### config.mk
export PLATFORM = sky130hd
export DESIGN_NAME = l2dcc_bank
export DESIGN_NICKNAME = d
export VERILOG_FILES = /design/src/include/l2dcc_pkg.sv /design/src/logic/l2dcc_prescaler.sv /design/src/logic/l2dcc_fb_divider.sv /design/src/logic/l2dcc_bank.sv
export SDC_FILE = /design/constraint.sdc
export NUM_CORES = 1
export LEC_CHECK = 0
export BUFFER_PORTS_ARGS = -buffer_cell sky130_fd_sc_hd__buf_2
export CAP_MARGIN = 20
export CORE_UTILIZATION = 30
export DETAILED_ROUTE_END_ITERATION = 7
export GPL_TIMING_DRIVEN = 0
export PLACE_DENSITY_LB_ADDON = 0.25
export SETUP_SLACK_MARGIN = 0.1
export SYNTH_ARGS = -nofsm -noshare
export SYNTH_HDL_FRONTEND = slang
export SYNTH_HIERARCHICAL = 1
export SYNTH_SLANG_ARGS = --single-unit
### constraint.sdc
create_clock -name clk_in -period 2.8 [get_ports clk_in]
set_input_delay 0.28 -clock clk_in [delete_from_list [all_inputs] [get_ports clk_in]]
set_output_delay 0.28 -clock clk_in [all_outputs]
set_load 0.01 [all_outputs]
### src/include/l2dcc_pkg.sv
/*
  Package of the second-loop divider and calibration configuration bank:
  register offsets, field positions, reset values, state and carrier types.
  Assumes byte-wide registers addressed at their printed offsets.
*/
package l2dcc_pkg;

  // ----------------------------------------------------------------
  // Widths
  // ----------------------------------------------------------------
  localparam int ADDR_W = 9;
  localparam int DATA_W = 8;
  localparam int DIV_W  = 18;
  localparam int SEL_W  = 3;

  // ----------------------------------------------------------------
  // Register offsets
  // ----------------------------------------------------------------
  localparam logic [ADDR_W-1:0] OFS_REF_PRESCALE_CTRL = 9'h162;
  localparam logic [ADDR_W-1:0] OFS_CAL_DIV_HIGH      = 9'h163;
  localparam logic [ADDR_W-1:0] OFS_CAL_DIV_MID       = 9'h164;
  localparam logic [ADDR_W-1:0] OFS_CAL_DIV_LOW       = 9'h165;
  localparam logic [ADDR_W-1:0] OFS_FB_DIV_HIGH_CALDIS = 9'h166;
  localparam logic [ADDR_W-1:0] OFS_FB_DIV_MID        = 9'h167;
  localparam logic [ADDR_W-1:0] OFS_FB_DIV_LOW        = 9'h168;

  // ----------------------------------------------------------------
  // Field positions
  // ----------------------------------------------------------------
  localparam int HIGH_DIV_MSB = 1;
  localparam int CALDIS_BIT   = 2;

  // ----------------------------------------------------------------
  // Reset values
  // ----------------------------------------------------------------
  localparam logic [7:0] RST_REF_PRESCALE_CTRL = 8'h5D;
  localparam logic [1:0] RST_DIV_HIGH          = 2'h0;
  localparam logic [7:0] RST_DIV_MID           = 8'h00;
  localparam logic [7:0] RST_DIV_LOW           = 8'h0C;
  localparam logic       RST_CALDIS            = 1'b0;

  // ----------------------------------------------------------------
  // Mode codes
  // ----------------------------------------------------------------
  localparam logic [SEL_W-1:0] FB_SEL_CASCADED_ZD = 3'h1;
  localparam logic [SEL_W-1:0] FB_SEL_INTERNAL    = 3'h0;
  localparam logic [3:0]       PS_CODE0_RATIO     = 4'h8;

  // ----------------------------------------------------------------
  // Types
  // ----------------------------------------------------------------
  typedef enum logic [1:0] {
    L2DCC_IDLE = 2'b00,
    L2DCC_CAL  = 2'b01
  } l2dcc_cal_st_t;

  typedef struct packed {
    logic [ADDR_W-1:0] addr;
    logic [DATA_W-1:0] wdata;
    logic              wr;
    logic              rd;
  } l2dcc_req_t;

  // Layout matches the prescaler / reference control register bit for bit
  typedef struct packed {
    logic [2:0] fb_prescaler_sel;
    logic [2:0] ref_freq_band;
    logic       crystal_amp_en;
    logic       ref_doubler_en;
  } l2dcc_cfg_t;

  // Prescaler code to divide ratio; code 0 divides by eight
  function automatic logic [3:0] l2dcc_ps_ratio(input logic [2:0] code);
    logic [3:0] r;
    r = {1'b0, code};
    if (code == 3'h0) begin
      r = PS_CODE0_RATIO;
    end else if (code == 3'h1) begin
      r = 4'h2;
    end
    return r;
  endfunction : l2dcc_ps_ratio

endpackage : l2dcc_pkg

### src/logic/l2dcc_prescaler.sv
/*
  Feedback prescaler: divides the VCO tick stream by the selected code's ratio (code 0 gives 8, code 1 gives 2).
  Assumes vco_tick_in is a one-cycle enable synchronous to clk_in.
*/
`timescale 1ns/100ps
module l2dcc_prescaler (
  input  wire logic       clk_in,     // System clock
  input  wire logic       rst_b_in,   // Async reset, active low
  input  wire logic       ce_in,      // Clock enable
  input  wire logic       tick_in,    // VCO tick
  input  wire logic [2:0] sel_in,     // Prescaler code
  output logic            tick_out    // Prescaled tick
);

  typedef struct packed {
    logic [3:0] cnt;
    logic       tick;
  } l2dcc_ps_state_t;

  l2dcc_ps_state_t r;
  l2dcc_ps_state_t next_r;
  logic [3:0]      ratio;

  assign ratio    = l2dcc_pkg::l2dcc_ps_ratio(sel_in);
  assign tick_out = r.tick;

  always_comb begin
    next_r      = r;
    next_r.tick = 1'b0;
    if (tick_in) begin
      if (r.cnt + 4'h1 >= ratio) begin
        next_r.cnt  = 4'h0;
        next_r.tick = 1'b1;
      end else begin
        next_r.cnt = r.cnt + 4'h1;
      end
    end
  end

  always_ff @(posedge clk_in or negedge rst_b_in) begin
    if (!rst_b_in) begin
      r <= '0;
    end else if (ce_in) begin
      r <= next_r;
    end
  end

endmodule : l2dcc_prescaler

### src/logic/l2dcc_fb_divider.sv
/*
  Feedback divider: divides the prescaled tick by an 18-bit ratio.
  Assumes the ratio is stable between ticks; a ratio of zero stops output.
*/
`timescale 1ns/100ps
module l2dcc_fb_divider (
  input  wire logic        clk_in,    // System clock
  input  wire logic        rst_b_in,  // Async reset, active low
  input  wire logic        ce_in,     // Clock enable
  input  wire logic        tick_in,   // Prescaled tick
  input  wire logic [17:0] ratio_in,  // Divide ratio
  output logic             tick_out   // Feedback tick
);

  typedef struct packed {
    logic [17:0] cnt;
    logic        tick;
  } l2dcc_fd_state_t;

  l2dcc_fd_state_t r;
  l2dcc_fd_state_t next_r;

  assign tick_out = r.tick;

  always_comb begin
    next_r      = r;
    next_r.tick = 1'b0;
    if (ratio_in == 18'h00000) begin
      next_r.cnt = 18'h00000;
    end else if (tick_in) begin
      if (r.cnt >= ratio_in - 18'h00001) begin
        next_r.cnt  = 18'h00000;
        next_r.tick = 1'b1;
      end else begin
        next_r.cnt = r.cnt + 18'h00001;
      end
    end
  end

  always_ff @(posedge clk_in or negedge rst_b_in) begin
    if (!rst_b_in) begin
      r <= '0;
    end else if (ce_in) begin
      r <= next_r;
    end
  end

endmodule : l2dcc_fb_divider

### src/logic/l2dcc_bank.sv
/*
  Second-loop divider and calibration configuration bank: seven byte
  registers, frequency calibration launch and feedback ratio selection,
  with the prescaler and feedback divider attached.
  Assumes a plain register port synchronous to clk_in, a calibration engine
  that reports completion on cal_done_in, and VCO ticks as clock enables.
*/
// Behaviour
// - The feedback prescaler divides the VCO by 2,2,3,4,5,6,7 for codes 1-7 and by 8 for 0.
// - The crystal amplifier enable bit turns the oscillator amplifier on at 1 and off at 0.
// - The doubler enable bit turns the reference doubler on at 1 and bypasses it at 0.
// - Zero-delay feedback is never used while frequency calibration runs.
// - In cascaded zero-delay mode calibration uses the calibration divider as ratio.
// - When calibration finishes the ratio returns to the normal feedback divider.
// - Cascaded zero-delay mode is in force exactly when the feedback select equals 1.
// - The calibration divider is 18 bits over three bytes, top two bits lowest; 0 invalid.
// - Writing the feedback divider low byte starts calibration when disable is 0.
// - The calibration disable bit at 1 suppresses that launch and at 0 allows it.
// - The feedback divider is 18 bits over three bytes, top two bits lowest; 0 invalid.
`timescale 1ns/100ps
module l2dcc_bank (
  input  wire logic                   clk_in,              // System clock, 125 MHz
  input  wire logic                   rst_b_in,            // Async reset, active low
  input  wire logic                   ce_in,               // Clock enable
  input  wire l2dcc_pkg::l2dcc_req_t  req_in,              // Register access
  input  wire logic [2:0]             feedback_clk_sel_in, // Feedback clock select
  input  wire logic                   cal_done_in,         // Calibration finished
  input  wire logic                   vco_tick_in,         // Selected VCO tick
  output logic [7:0]                  rd_data_out,         // Read data
  output l2dcc_pkg::l2dcc_cfg_t       cfg_out,             // Reference controls
  output logic [17:0]                 fb_ratio_out,        // Active feedback ratio
  output logic                        cal_start_out,       // Calibration start
  output logic                        cal_busy_out,        // Calibration running
  output logic                        zero_delay_en_out,   // Zero-delay feedback on
  output logic                        fb_tick_out          // Feedback divider tick
);

  // ----------------------------------------------------------------
  // State
  // ----------------------------------------------------------------
  typedef struct packed {
    l2dcc_pkg::l2dcc_cal_st_t st;
    l2dcc_pkg::l2dcc_cfg_t    cfg;
    logic [1:0]               cal_hi;
    logic [7:0]               cal_mid;
    logic [7:0]               cal_lo;
    logic [1:0]               fb_hi;
    logic                     caldis;
    logic [7:0]               fb_mid;
    logic [7:0]               fb_lo;
    logic [7:0]               rd_data;
    logic                     cal_start;
    logic [17:0]              fb_ratio;
    logic                     zd_en;
    logic                     busy;
  } l2dcc_state_t;

  l2dcc_state_t r;
  l2dcc_state_t next_r;
  logic         ps_tick;
  logic         launch;
  logic         cascaded;
  logic [17:0]  cal_div;
  logic [17:0]  fb_div;

  // ----------------------------------------------------------------
  // Outputs
  // ----------------------------------------------------------------
  assign rd_data_out       = r.rd_data;
  assign cfg_out           = r.cfg;
  assign fb_ratio_out      = r.fb_ratio;
  assign cal_start_out     = r.cal_start;
  assign cal_busy_out      = r.busy;
  assign zero_delay_en_out = r.zd_en;

  // ----------------------------------------------------------------
  // Divider chain
  // ----------------------------------------------------------------
  l2dcc_prescaler u_prescaler (
    .clk_in   (clk_in),
    .rst_b_in (rst_b_in),
    .ce_in    (ce_in),
    .tick_in  (vco_tick_in),
    .sel_in   (r.cfg.fb_prescaler_sel),
    .tick_out (ps_tick)
  );

  l2dcc_fb_divider u_fb_divider (
    .clk_in   (clk_in),
    .rst_b_in (rst_b_in),
    .ce_in    (ce_in),
    .tick_in  (ps_tick),
    .ratio_in (r.fb_ratio),
    .tick_out (fb_tick_out)
  );

  // ----------------------------------------------------------------
  // Next state
  // ----------------------------------------------------------------
  always_comb begin
    next_r           = r;
    next_r.rd_data   = 8'h00;
    next_r.cal_start = 1'b0;
    launch           = 1'b0;

    // Register writes
    if (req_in.wr) begin
      unique case (req_in.addr)
        l2dcc_pkg::OFS_REF_PRESCALE_CTRL: begin
          next_r.cfg = req_in.wdata;
        end
        l2dcc_pkg::OFS_CAL_DIV_HIGH: begin
          next_r.cal_hi = req_in.wdata[l2dcc_pkg::HIGH_DIV_MSB:0];
        end
        l2dcc_pkg::OFS_CAL_DIV_MID: begin
          next_r.cal_mid = req_in.wdata;
        end
        l2dcc_pkg::OFS_CAL_DIV_LOW: begin
          next_r.cal_lo = req_in.wdata;
        end
        l2dcc_pkg::OFS_FB_DIV_HIGH_CALDIS: begin
          next_r.fb_hi  = req_in.wdata[l2dcc_pkg::HIGH_DIV_MSB:0];
          next_r.caldis = req_in.wdata[l2dcc_pkg::CALDIS_BIT];
        end
        l2dcc_pkg::OFS_FB_DIV_MID: begin
          next_r.fb_mid = req_in.wdata;
        end
        l2dcc_pkg::OFS_FB_DIV_LOW: begin
          next_r.fb_lo = req_in.wdata;
          launch = !r.caldis;
        end
        default: begin
          next_r.cfg = r.cfg;
        end
      endcase
    end

    // Register reads, answered in the following cycle
    if (req_in.rd) begin
      unique case (req_in.addr)
        l2dcc_pkg::OFS_REF_PRESCALE_CTRL: begin
          next_r.rd_data = r.cfg;
        end
        l2dcc_pkg::OFS_CAL_DIV_HIGH: begin
          next_r.rd_data = {6'h00, r.cal_hi};
        end
        l2dcc_pkg::OFS_CAL_DIV_MID: begin
          next_r.rd_data = r.cal_mid;
        end
        l2dcc_pkg::OFS_CAL_DIV_LOW: begin
          next_r.rd_data = r.cal_lo;
        end
        l2dcc_pkg::OFS_FB_DIV_HIGH_CALDIS: begin
          next_r.rd_data = {5'h00, r.caldis, r.fb_hi};
        end
        l2dcc_pkg::OFS_FB_DIV_MID: begin
          next_r.rd_data = r.fb_mid;
        end
        l2dcc_pkg::OFS_FB_DIV_LOW: begin
          next_r.rd_data = r.fb_lo;
        end
        default: begin
          next_r.rd_data = 8'h00;
        end
      endcase
    end

    // Calibration sequencer; a new launch wins over a finish
    unique case (r.st)
      l2dcc_pkg::L2DCC_IDLE: begin
        if (launch) begin
          next_r.st        = l2dcc_pkg::L2DCC_CAL;
          next_r.cal_start = 1'b1;
        end
      end
      l2dcc_pkg::L2DCC_CAL: begin
        if (launch) begin
          next_r.cal_start = 1'b1;
        end else if (cal_done_in) begin
          next_r.st = l2dcc_pkg::L2DCC_IDLE;
        end
      end
      default: begin
        next_r.st = l2dcc_pkg::L2DCC_IDLE;
      end
    endcase

    // Divider values including this cycle's writes
    cal_div = {next_r.cal_hi, next_r.cal_mid, next_r.cal_lo};
    fb_div  = {next_r.fb_hi, next_r.fb_mid, next_r.fb_lo};

    if (next_r.st == l2dcc_pkg::L2DCC_CAL && cascaded) begin
      next_r.fb_ratio = cal_div;
    end else begin
      next_r.fb_ratio = fb_div;
    end

    next_r.zd_en = (feedback_clk_sel_in != l2dcc_pkg::FB_SEL_INTERNAL)
                   && (next_r.st == l2dcc_pkg::L2DCC_IDLE);
    next_r.busy  = (next_r.st == l2dcc_pkg::L2DCC_CAL);
  end

  assign cascaded = (feedback_clk_sel_in == l2dcc_pkg::FB_SEL_CASCADED_ZD);

  // ----------------------------------------------------------------
  // Registers
  // ----------------------------------------------------------------
  always_ff @(posedge clk_in or negedge rst_b_in) begin
    if (!rst_b_in) begin
      r           <= '0;
      r.st        <= l2dcc_pkg::L2DCC_IDLE;
      r.cfg       <= l2dcc_pkg::RST_REF_PRESCALE_CTRL;
      r.cal_hi    <= l2dcc_pkg::RST_DIV_HIGH;
      r.cal_mid   <= l2dcc_pkg::RST_DIV_MID;
      r.cal_lo    <= l2dcc_pkg::RST_DIV_LOW;
      r.fb_hi     <= l2dcc_pkg::RST_DIV_HIGH;
      r.caldis    <= l2dcc_pkg::RST_CALDIS;
      r.fb_mid    <= l2dcc_pkg::RST_DIV_MID;
      r.fb_lo     <= l2dcc_pkg::RST_DIV_LOW;
      r.fb_ratio  <= {l2dcc_pkg::RST_DIV_HIGH, l2dcc_pkg::RST_DIV_MID,
                      l2dcc_pkg::RST_DIV_LOW};
    end else if (ce_in) begin
      r <= next_r;
    end
  end

endmodule : l2dcc_bank

## After elaboration in Yosys (flattened, before gate mapping)

Cells that the tools add are included.

- Register bits after elaboration: 100
- Input port bits: 27
- Output and inout bits: 38
- Word-level logic and storage cells: 79

- Add/subtract/negate cells: 3
- $lt $le $gt $ge: 2
- Equality and inequality tests: 11
- Mux-type cells: 28
- Reduce and logical (&&, ||, !) cells: 14

Operators by type and width:

| cell | number |
|---|---|
| 9-bit equality test, second input constant | 7 |
| 8-bit case mux with 7 select lines | 1 |
| 18-bit two-way mux | 3 |
| 8-bit two-way mux | 5 |
| 37-bit two-way mux | 1 |
| 19-bit two-way mux | 1 |
| 18-bit by 1-bit adder with 18-bit output, second input constant | 1 |
| 18-bit greater-or-equal comparator | 1 |
| 18-bit zero test | 1 |
| 18-bit by 1-bit subtractor with 18-bit output, second input constant | 1 |
| 1-bit two-way mux | 8 |
| 2-bit two-way mux | 4 |
| 4-bit two-way mux | 2 |
| 3-bit by 1-bit equality test with 1-bit output, second input constant | 2 |
| 3-bit two-way mux | 2 |
| 3-bit AND reduction | 2 |
| 4-bit by 1-bit adder with 4-bit output, second input constant | 1 |
| 2-bit by 1-bit equality test with 1-bit output, second input constant | 2 |
| 4-bit greater-or-equal comparator | 1 |
| 2-bit zero test | 2 |
| 2-bit case mux with 2 select lines | 1 |
| 2-bit AND reduction | 2 |
| 3-bit zero test | 1 |
| 3-bit nonzero test | 1 |
| 4 further kinds | 5 |

## Longest topological paths before layout

- Depth in word-level cells: 8
- Gate-level depth with buffers: 14
- Depth with buffers taken out: 13

## Hierarchy

Netlist, hierarchy kept.

By module, submodules not included:

| module | times used | cells an instance | area an instance (µm²) | sequential area each (µm²) |
|---|---|---|---|---|
| l2dcc_bank | 1 | 368 | 4237.8 | 1915.6 |
| l2dcc_fb_divider | 1 | 211 | 1826.8 | 475.5 |
| l2dcc_prescaler | 1 | 34 | 341.6 | 125.1 |

## Least setup slack after synthesis

OpenSTA, ideal clock, no wires.

- Path type: reg-to-reg
- Start: register r (netlist bit fb_ratio_out[1])
- End: register u_fb_divider/r[8] (netlist bit)
- Library setup time: 0.122 ns
- Arrival time: 2.957 ns
- Data required time: 2.678 ns
- Setup slack: -0.279 ns
- Cell stages (with the launch flop): 12
- Path buffers: 1
- Clock period less this slack: 3.079 ns
- Cells stage by stage: dfrtp_1 > nor4_1 > nor2b_1 > xnor2_1 > ha_1 > nand2_1 > o21ai_0 > or3b_2 > a311o_1 > clkbuf_1 > a31o_1 > a32o_1

- Longest elaborated chain between the ends: 5
- Elaborated cells between the ends (all ways): 8
- Those cells by class: add/sub: 1; order compare: 1; mux: 3; reduce/logical: 3

RTL lines:

| item | RTL line | RTL |
|---|---|---|
| start: declaration | l2dcc_bank.sv:58 | `l2dcc_state_t r;` |
| start signal: assignment | l2dcc_bank.sv:223 | `r <= next_r;` |
| 18-bit by 1-bit subtractor with 18-bit output | l2dcc_fb_divider.sv:31 | `if (r.cnt >= ratio_in - 18'h00001) begin` |
| 18-bit greater-or-equal comparator | l2dcc_fb_divider.sv:31 |  |
| 18-bit two-way mux | l2dcc_fb_divider.sv:31 |  |
| 19-bit two-way mux | l2dcc_fb_divider.sv:30 | `end else if (tick_in) begin` |
| 18-bit two-way mux | l2dcc_fb_divider.sv:28 | `if (ratio_in == 18'h00000) begin` |
| end signal: assignment | l2dcc_fb_divider.sv:44 | `r <= next_r;` |
| end: declaration | l2dcc_fb_divider.sv:20 | `l2dcc_fd_state_t r;` |

Parallel ways exist; a longest one is shown, timed or not. The select of a mux whose other input is x is not followed.
A chain may end at the register's enable or synchronous reset.

## Worst setup path after layout

- Start: register r (netlist bit fb_ratio_out[0])
- End: register u_fb_divider/r[9] (netlist bit)

The elaborated chain is that of the path after synthesis.

==> flow_results.xml <==
<?xml version="1.0" encoding="UTF-8"?>
<metrics>
  <group name="global_route">
    <metric name="grt_util_met3" unit="%">3.221</metric>
    <metric name="busiest_layer" unit="">met2</metric>
    <metric name="first_global_vias" unit="">4892</metric>
    <metric name="grt_use_met1" unit="%">21.99</metric>
    <metric name="grt_antenna_before_repair" unit="">0</metric>
    <metric name="grt_first_pass_wirelength" unit="um">26980</metric>
    <metric name="use_met2" unit="%">25.56</metric>
    <metric name="globalRouteOverflowTotal" unit="">0</metric>
    <metric name="grtUsageTotal" unit="%">16.01</metric>
    <metric name="grt_start_max_net_pins" unit="">65</metric>
  </group>
  <group name="sta">
    <metric name="hold_viol_final" unit="">0</metric>
    <metric name="fmaxAchievable" unit="MHz">318.1</metric>
    <metric name="max_slew_violation_total_from_the_final_report" unit="">0</metric>
    <metric name="max_slew.worst_pin.slew" unit="ns">1.006</metric>
    <metric name="final-setup-viol-count" unit="">19</metric>
    <metric name="period_needed" unit="ns">3.143</metric>
    <metric name="timing.slew.headroom" unit="%">32.21</metric>
    <metric name="smallest_setup_slack_after_layout" unit="ns">-0.3432</metric>
    <metric name="clock-skew-final" unit="ns">0.009004</metric>
    <metric name="rsz_0062_raised_after_global_routing" unit="">yes</metric>
    <metric name="setup_total_negative_slack" unit="ns">-3.882</metric>
    <metric name="fin_crit_sh" unit="%">112.3</metric>
  </group>
  <group name="critical_path">
    <metric name="worst-endpoint-required" unit="ns">3.03</metric>
    <metric name="setup.worst_path.start_class" unit="">flop</metric>
    <metric name="setup.worst_path.class" unit="">reg2reg</metric>
    <metric name="crit_chain" unit="">inv_2, ha_4, nor3b_4, buf_6, nand2_4, or3_1, xor2_1, ha_2, a41o_1, a21oi_2, o221a_2, and3_4, buf_8, and2_4, a32o_1</metric>
    <metric name="worst-path-max-fanout" unit="">8</metric>
    <metric name="crit_path_end_kind" unit="">flop</metric>
    <metric name="max_stage_delay" unit="ns">0.45</metric>
    <metric name="r2r_slack" unit="ns">-0.34</metric>
    <metric name="critPathSlowestCell" unit="">sky130_fd_sc_hd__dfrtp_2</metric>
    <metric name="worst-endpoint-arrival" unit="ns">3.38</metric>
  </group>
  <group name="synth">
    <metric name="synth-async-reset-ratio" unit="%">100.0</metric>
    <metric name="yosys_register_bits" unit="">100</metric>
    <metric name="synth.cells.most_frequent" unit="">sky130_fd_sc_hd__dfrtp_1, sky130_fd_sc_hd__mux2i_1, sky130_fd_sc_hd__mux2_2</metric>
    <metric name="top_area_cells_in_the_synthesized_netlist" unit="">sky130_fd_sc_hd__dfrtp_1, sky130_fd_sc_hd__mux2i_1, sky130_fd_sc_hd__mux2_2</metric>
    <metric name="yosysUniqueCellTypes" unit="">74</metric>
    <metric name="yosysTopAreaCellShare" unit="%">34.77</metric>
    <metric name="ys.flop_type" unit="">sky130_fd_sc_hd__dfrtp_1</metric>
    <metric name="ys_seq_area_share" unit="%">39.28</metric>
    <metric name="mappedNetlistArea" unit="um^2">6406</metric>
    <metric name="synth_enable_flop_cells" unit="">0</metric>
    <metric name="netlist_instances" unit="">613</metric>
    <metric name="syn_area_per_cell" unit="um^2">10.45</metric>
    <metric name="synthesis.yosys.warnings" unit="">6</metric>
    <metric name="synthMostInstantiatedCell" unit="">sky130_fd_sc_hd__dfrtp_1</metric>
    <metric name="synth_fp_nets" unit="">665</metric>
    <metric name="yosys.area.top_type" unit="">sky130_fd_sc_hd__dfrtp_1</metric>
  </group>
  <group name="route">
    <metric name="avgViaCountPerCell" unit="">5.070</metric>
    <metric name="routed_wire_length_per_instance" unit="um">17.25</metric>
    <metric name="drc_errors" unit="">0</metric>
    <metric name="drt_first_iter_violations" unit="">220</metric>
    <metric name="num_vias" unit="">4969</metric>
    <metric name="drt_pass1_iterations" unit="">4</metric>
    <metric name="antenna_violating_nets_post_route" unit="">0</metric>
    <metric name="wirelength" unit="um">16910</metric>
  </group>
  <group name="clock_tree">
    <metric name="clock_tree.htree_level_count" unit="">3</metric>
    <metric name="worstSkewPairLatency" unit="ns">0.35</metric>
    <metric name="clkSinkCount" unit="">100</metric>
    <metric name="cts_tree" unit="">built</metric>
    <metric name="ctsRootBufferMaster" unit="">sky130_fd_sc_hd__clkbuf_16</metric>
    <metric name="max-clock-path-buffers" unit="">2</metric>
    <metric name="numCtsBuffers" unit="">9</metric>
    <metric name="clock_transition_at_path_regs" unit="ns">0.07</metric>
  </group>
  <group name="status">
    <metric name="failed_checks" unit="">negative setup slack</metric>
    <metric name="outcome" unit="">complete, but fails checks</metric>
  </group>
  <group name="power">
    <metric name="power.density" unit="nW/um^2">499.0</metric>
    <metric name="p_seq_share" unit="%">43.0</metric>
    <metric name="switching_fraction" unit="%">31.97</metric>
    <metric name="power.clock.fraction" unit="%">32.6</metric>
    <metric name="comb_power_share" unit="%">24.4</metric>
    <metric name="cellLeakagePower" unit="nW">3.618</metric>
    <metric name="cellInternalPower" unit="mW">2.598</metric>
    <metric name="worst_ir_drop_vdd" unit="mV">0.3077</metric>
    <metric name="net_switching" unit="mW">1.221</metric>
  </group>
  <group name="placement">
    <metric name="standard_cell_area_after_detailed_placement" unit="um^2">7109</metric>
    <metric name="dp_hpwl" unit="um">12770</metric>
    <metric name="gp_congestion" unit="">0.7864</metric>
    <metric name="io_buffer_count" unit="">58</metric>
    <metric name="placedCellCount" unit="">947</metric>
  </group>
  <group name="cells_and_area">
    <metric name="fillerInstances" unit="">2169</metric>
    <metric name="area_growth_syn_to_layout" unit="%">19.49</metric>
    <metric name="n_antenna_cell" unit="">0</metric>
    <metric name="post-route-cell-area" unit="um^2">7655</metric>
    <metric name="post_layout_nonfiller_instances" unit="">980</metric>
    <metric name="design.final.nets" unit="">752</metric>
    <metric name="fraction_of_layout_instances_using_a_drive_strength_above_1" unit="%">33.48</metric>
  </group>
  <group name="die">
    <metric name="die_height" unit="um">148.1</metric>
    <metric name="std_cell_rows" unit="">53</metric>
    <metric name="dieArea" unit="um^2">21940</metric>
    <metric name="boundary_pins" unit="">65</metric>
    <metric name="initial_standard_cell_utilization_of_the_core" unit="%">30.57</metric>
    <metric name="dieWidth" unit="um">148.1</metric>
    <metric name="coreArea" unit="um^2">20960</metric>
  </group>
  <group name="run">
    <metric name="drv_cap" unit="">0</metric>
  </group>
  <group name="worst_hold_path">
    <metric name="worstHoldPathType" unit="">in2reg</metric>
  </group>
</metrics>
[stage by stage]
step                      hold WS, ns  worst slack, ns  utilization [%]  power (mW)
after floorplan              -0.01559          -0.1697                -       2.244
after global placement         0.4661          -0.5532            33.78       2.505
after detailed placement       0.2932          -0.5524            33.93       2.518
after CTS                      0.1901          -0.3471            35.98       3.824
after global routing           0.2287          -0.4491            36.53       4.055
final                          0.2076          -0.3432            36.53       3.820
[worst paths after layout]
kind,startpoint,to,cells past startpoint
setup / recovery,fb_ratio_out[0],u_fb_divider/r[9],15
setup reg to reg,fb_ratio_out[0],u_fb_divider/r[9],15
max in group asynchronous,rst_b_in,cfg_out[4],3
hold reg to reg,u_fb_divider/tick_out,u_fb_divider/tick_out,1
min in group asynchronous,rst_b_in,u_prescaler/r[4],2
hold / removal,ce_in,u_prescaler/tick_out,2
[layout make-up]
cell class | instances | area (um^2) | area share, %
multi-input cells | 436 | 3561 | 46.52
well taps | 275 | 344.1 | 4.495
clock buffers | 10 | 239.0 | 3.122
repair buffers | 76 | 457.9 | 5.982
inverters | 13 | 48.80 | 0.6375
plain buffers | 64 | 431.7 | 5.639
flip-flops and latches | 100 | 2521 | 32.94
clock inverters | 6 | 51.30 | 0.6702
[routing by layer]
metal / up-vias / routed length [um] / share of wire (%)
met1: 2464 / 8043 / 48
li1: 2416 / - / -
met4: 0 / 216 / 1.3
met3: 12 / 750 / 4.4
met2: 77 / 7897 / 47
met5: - / 0 / 0
[state kept, by name, indices dropped and copies added, names as in the netlist]
register               flops
u_fb_divider/tick_out      1
u_prescaler/tick_out       1
zero_delay_en_out          1
r                         39
cfg_out                    8
u_prescaler/r              4
cal_busy_out               1
cal_start_out              1
rd_data_out                8
u_fb_divider/r            18
fb_ratio_out              18
[placed cells by master, fill, tap and decap left out, drive strengths merged, types with 3 or more instances in the layout]
| cell type | instances |
|---|---|
| xnor2 | 9 |
| ha | 25 |
| inv | 16 |
| a32o | 3 |
| nand4 | 14 |
| nand2 | 35 |
| and2 | 5 |
| o21ai | 18 |
| nor2 | 26 |
| dfrtp | 89 |
| nor2b | 9 |
| a21o | 3 |
| nor4 | 4 |
| mux2i | 44 |
| dfstp | 11 |
| nor3 | 7 |
| a211oi | 3 |
| o2bb2ai | 16 |
| a22oi | 14 |
| nand3 | 30 |
| buf | 126 |
| or3b | 3 |
| a21oi | 30 |
| xor2 | 16 |
| a22o | 10 |
| clkbuf | 23 |
| nand3b | 4 |
| nor3b | 4 |
| a31o | 4 |
| o21a | 10 |
| or4 | 4 |
| mux2 | 48 |
| or3 | 4 |
| nand2b | 3 |
| and3 | 5 |
[repair_timing]
| action | CTS | global route |
|---|---|---|
| gates resized for setup | 15 | 15 |
| pin swaps | 12 | 27 |
| setup endpoints to repair | 19 | 19 |
| hold endpoints to repair | 36 | 0 |
| cloned | 0 | 0 |
| setup buffers | 10 | 7 |
| hold buffers | 1 | 0 |
[power groups by stage]
stage	registers (mW)	clock network [mW]	logic (mW)
floorplan	1.63	0	0.614
global placement	1.67	0	0.835
detailed placement	1.67	0	0.850
CTS	1.64	1.29	0.896
global route	1.66	1.34	1.06
finish	1.64	1.24	0.933
[cells by family after synthesis]
family	share of synthesized area [%]
fa+ha+maj	4.883
compound gates	14.63
xor+xnor	3.418
buf+inv	7.265
mux	15.31
flops	39.28
simple gates	15.21
[worst max-delay path, delay by kind of cell, from the launching register on]
family                     cells  cell delay [ns]
AOI/OAI and AO/OA              4             0.76
xor gates and xnor gates       1             0.18
adders and majority gates      2             0.32
buffers and inverters          3             0.36
DFF                            1             0.45
and+or+nand+nor                5             0.96
No activity file was read; power rests on OpenSTA's default activity.
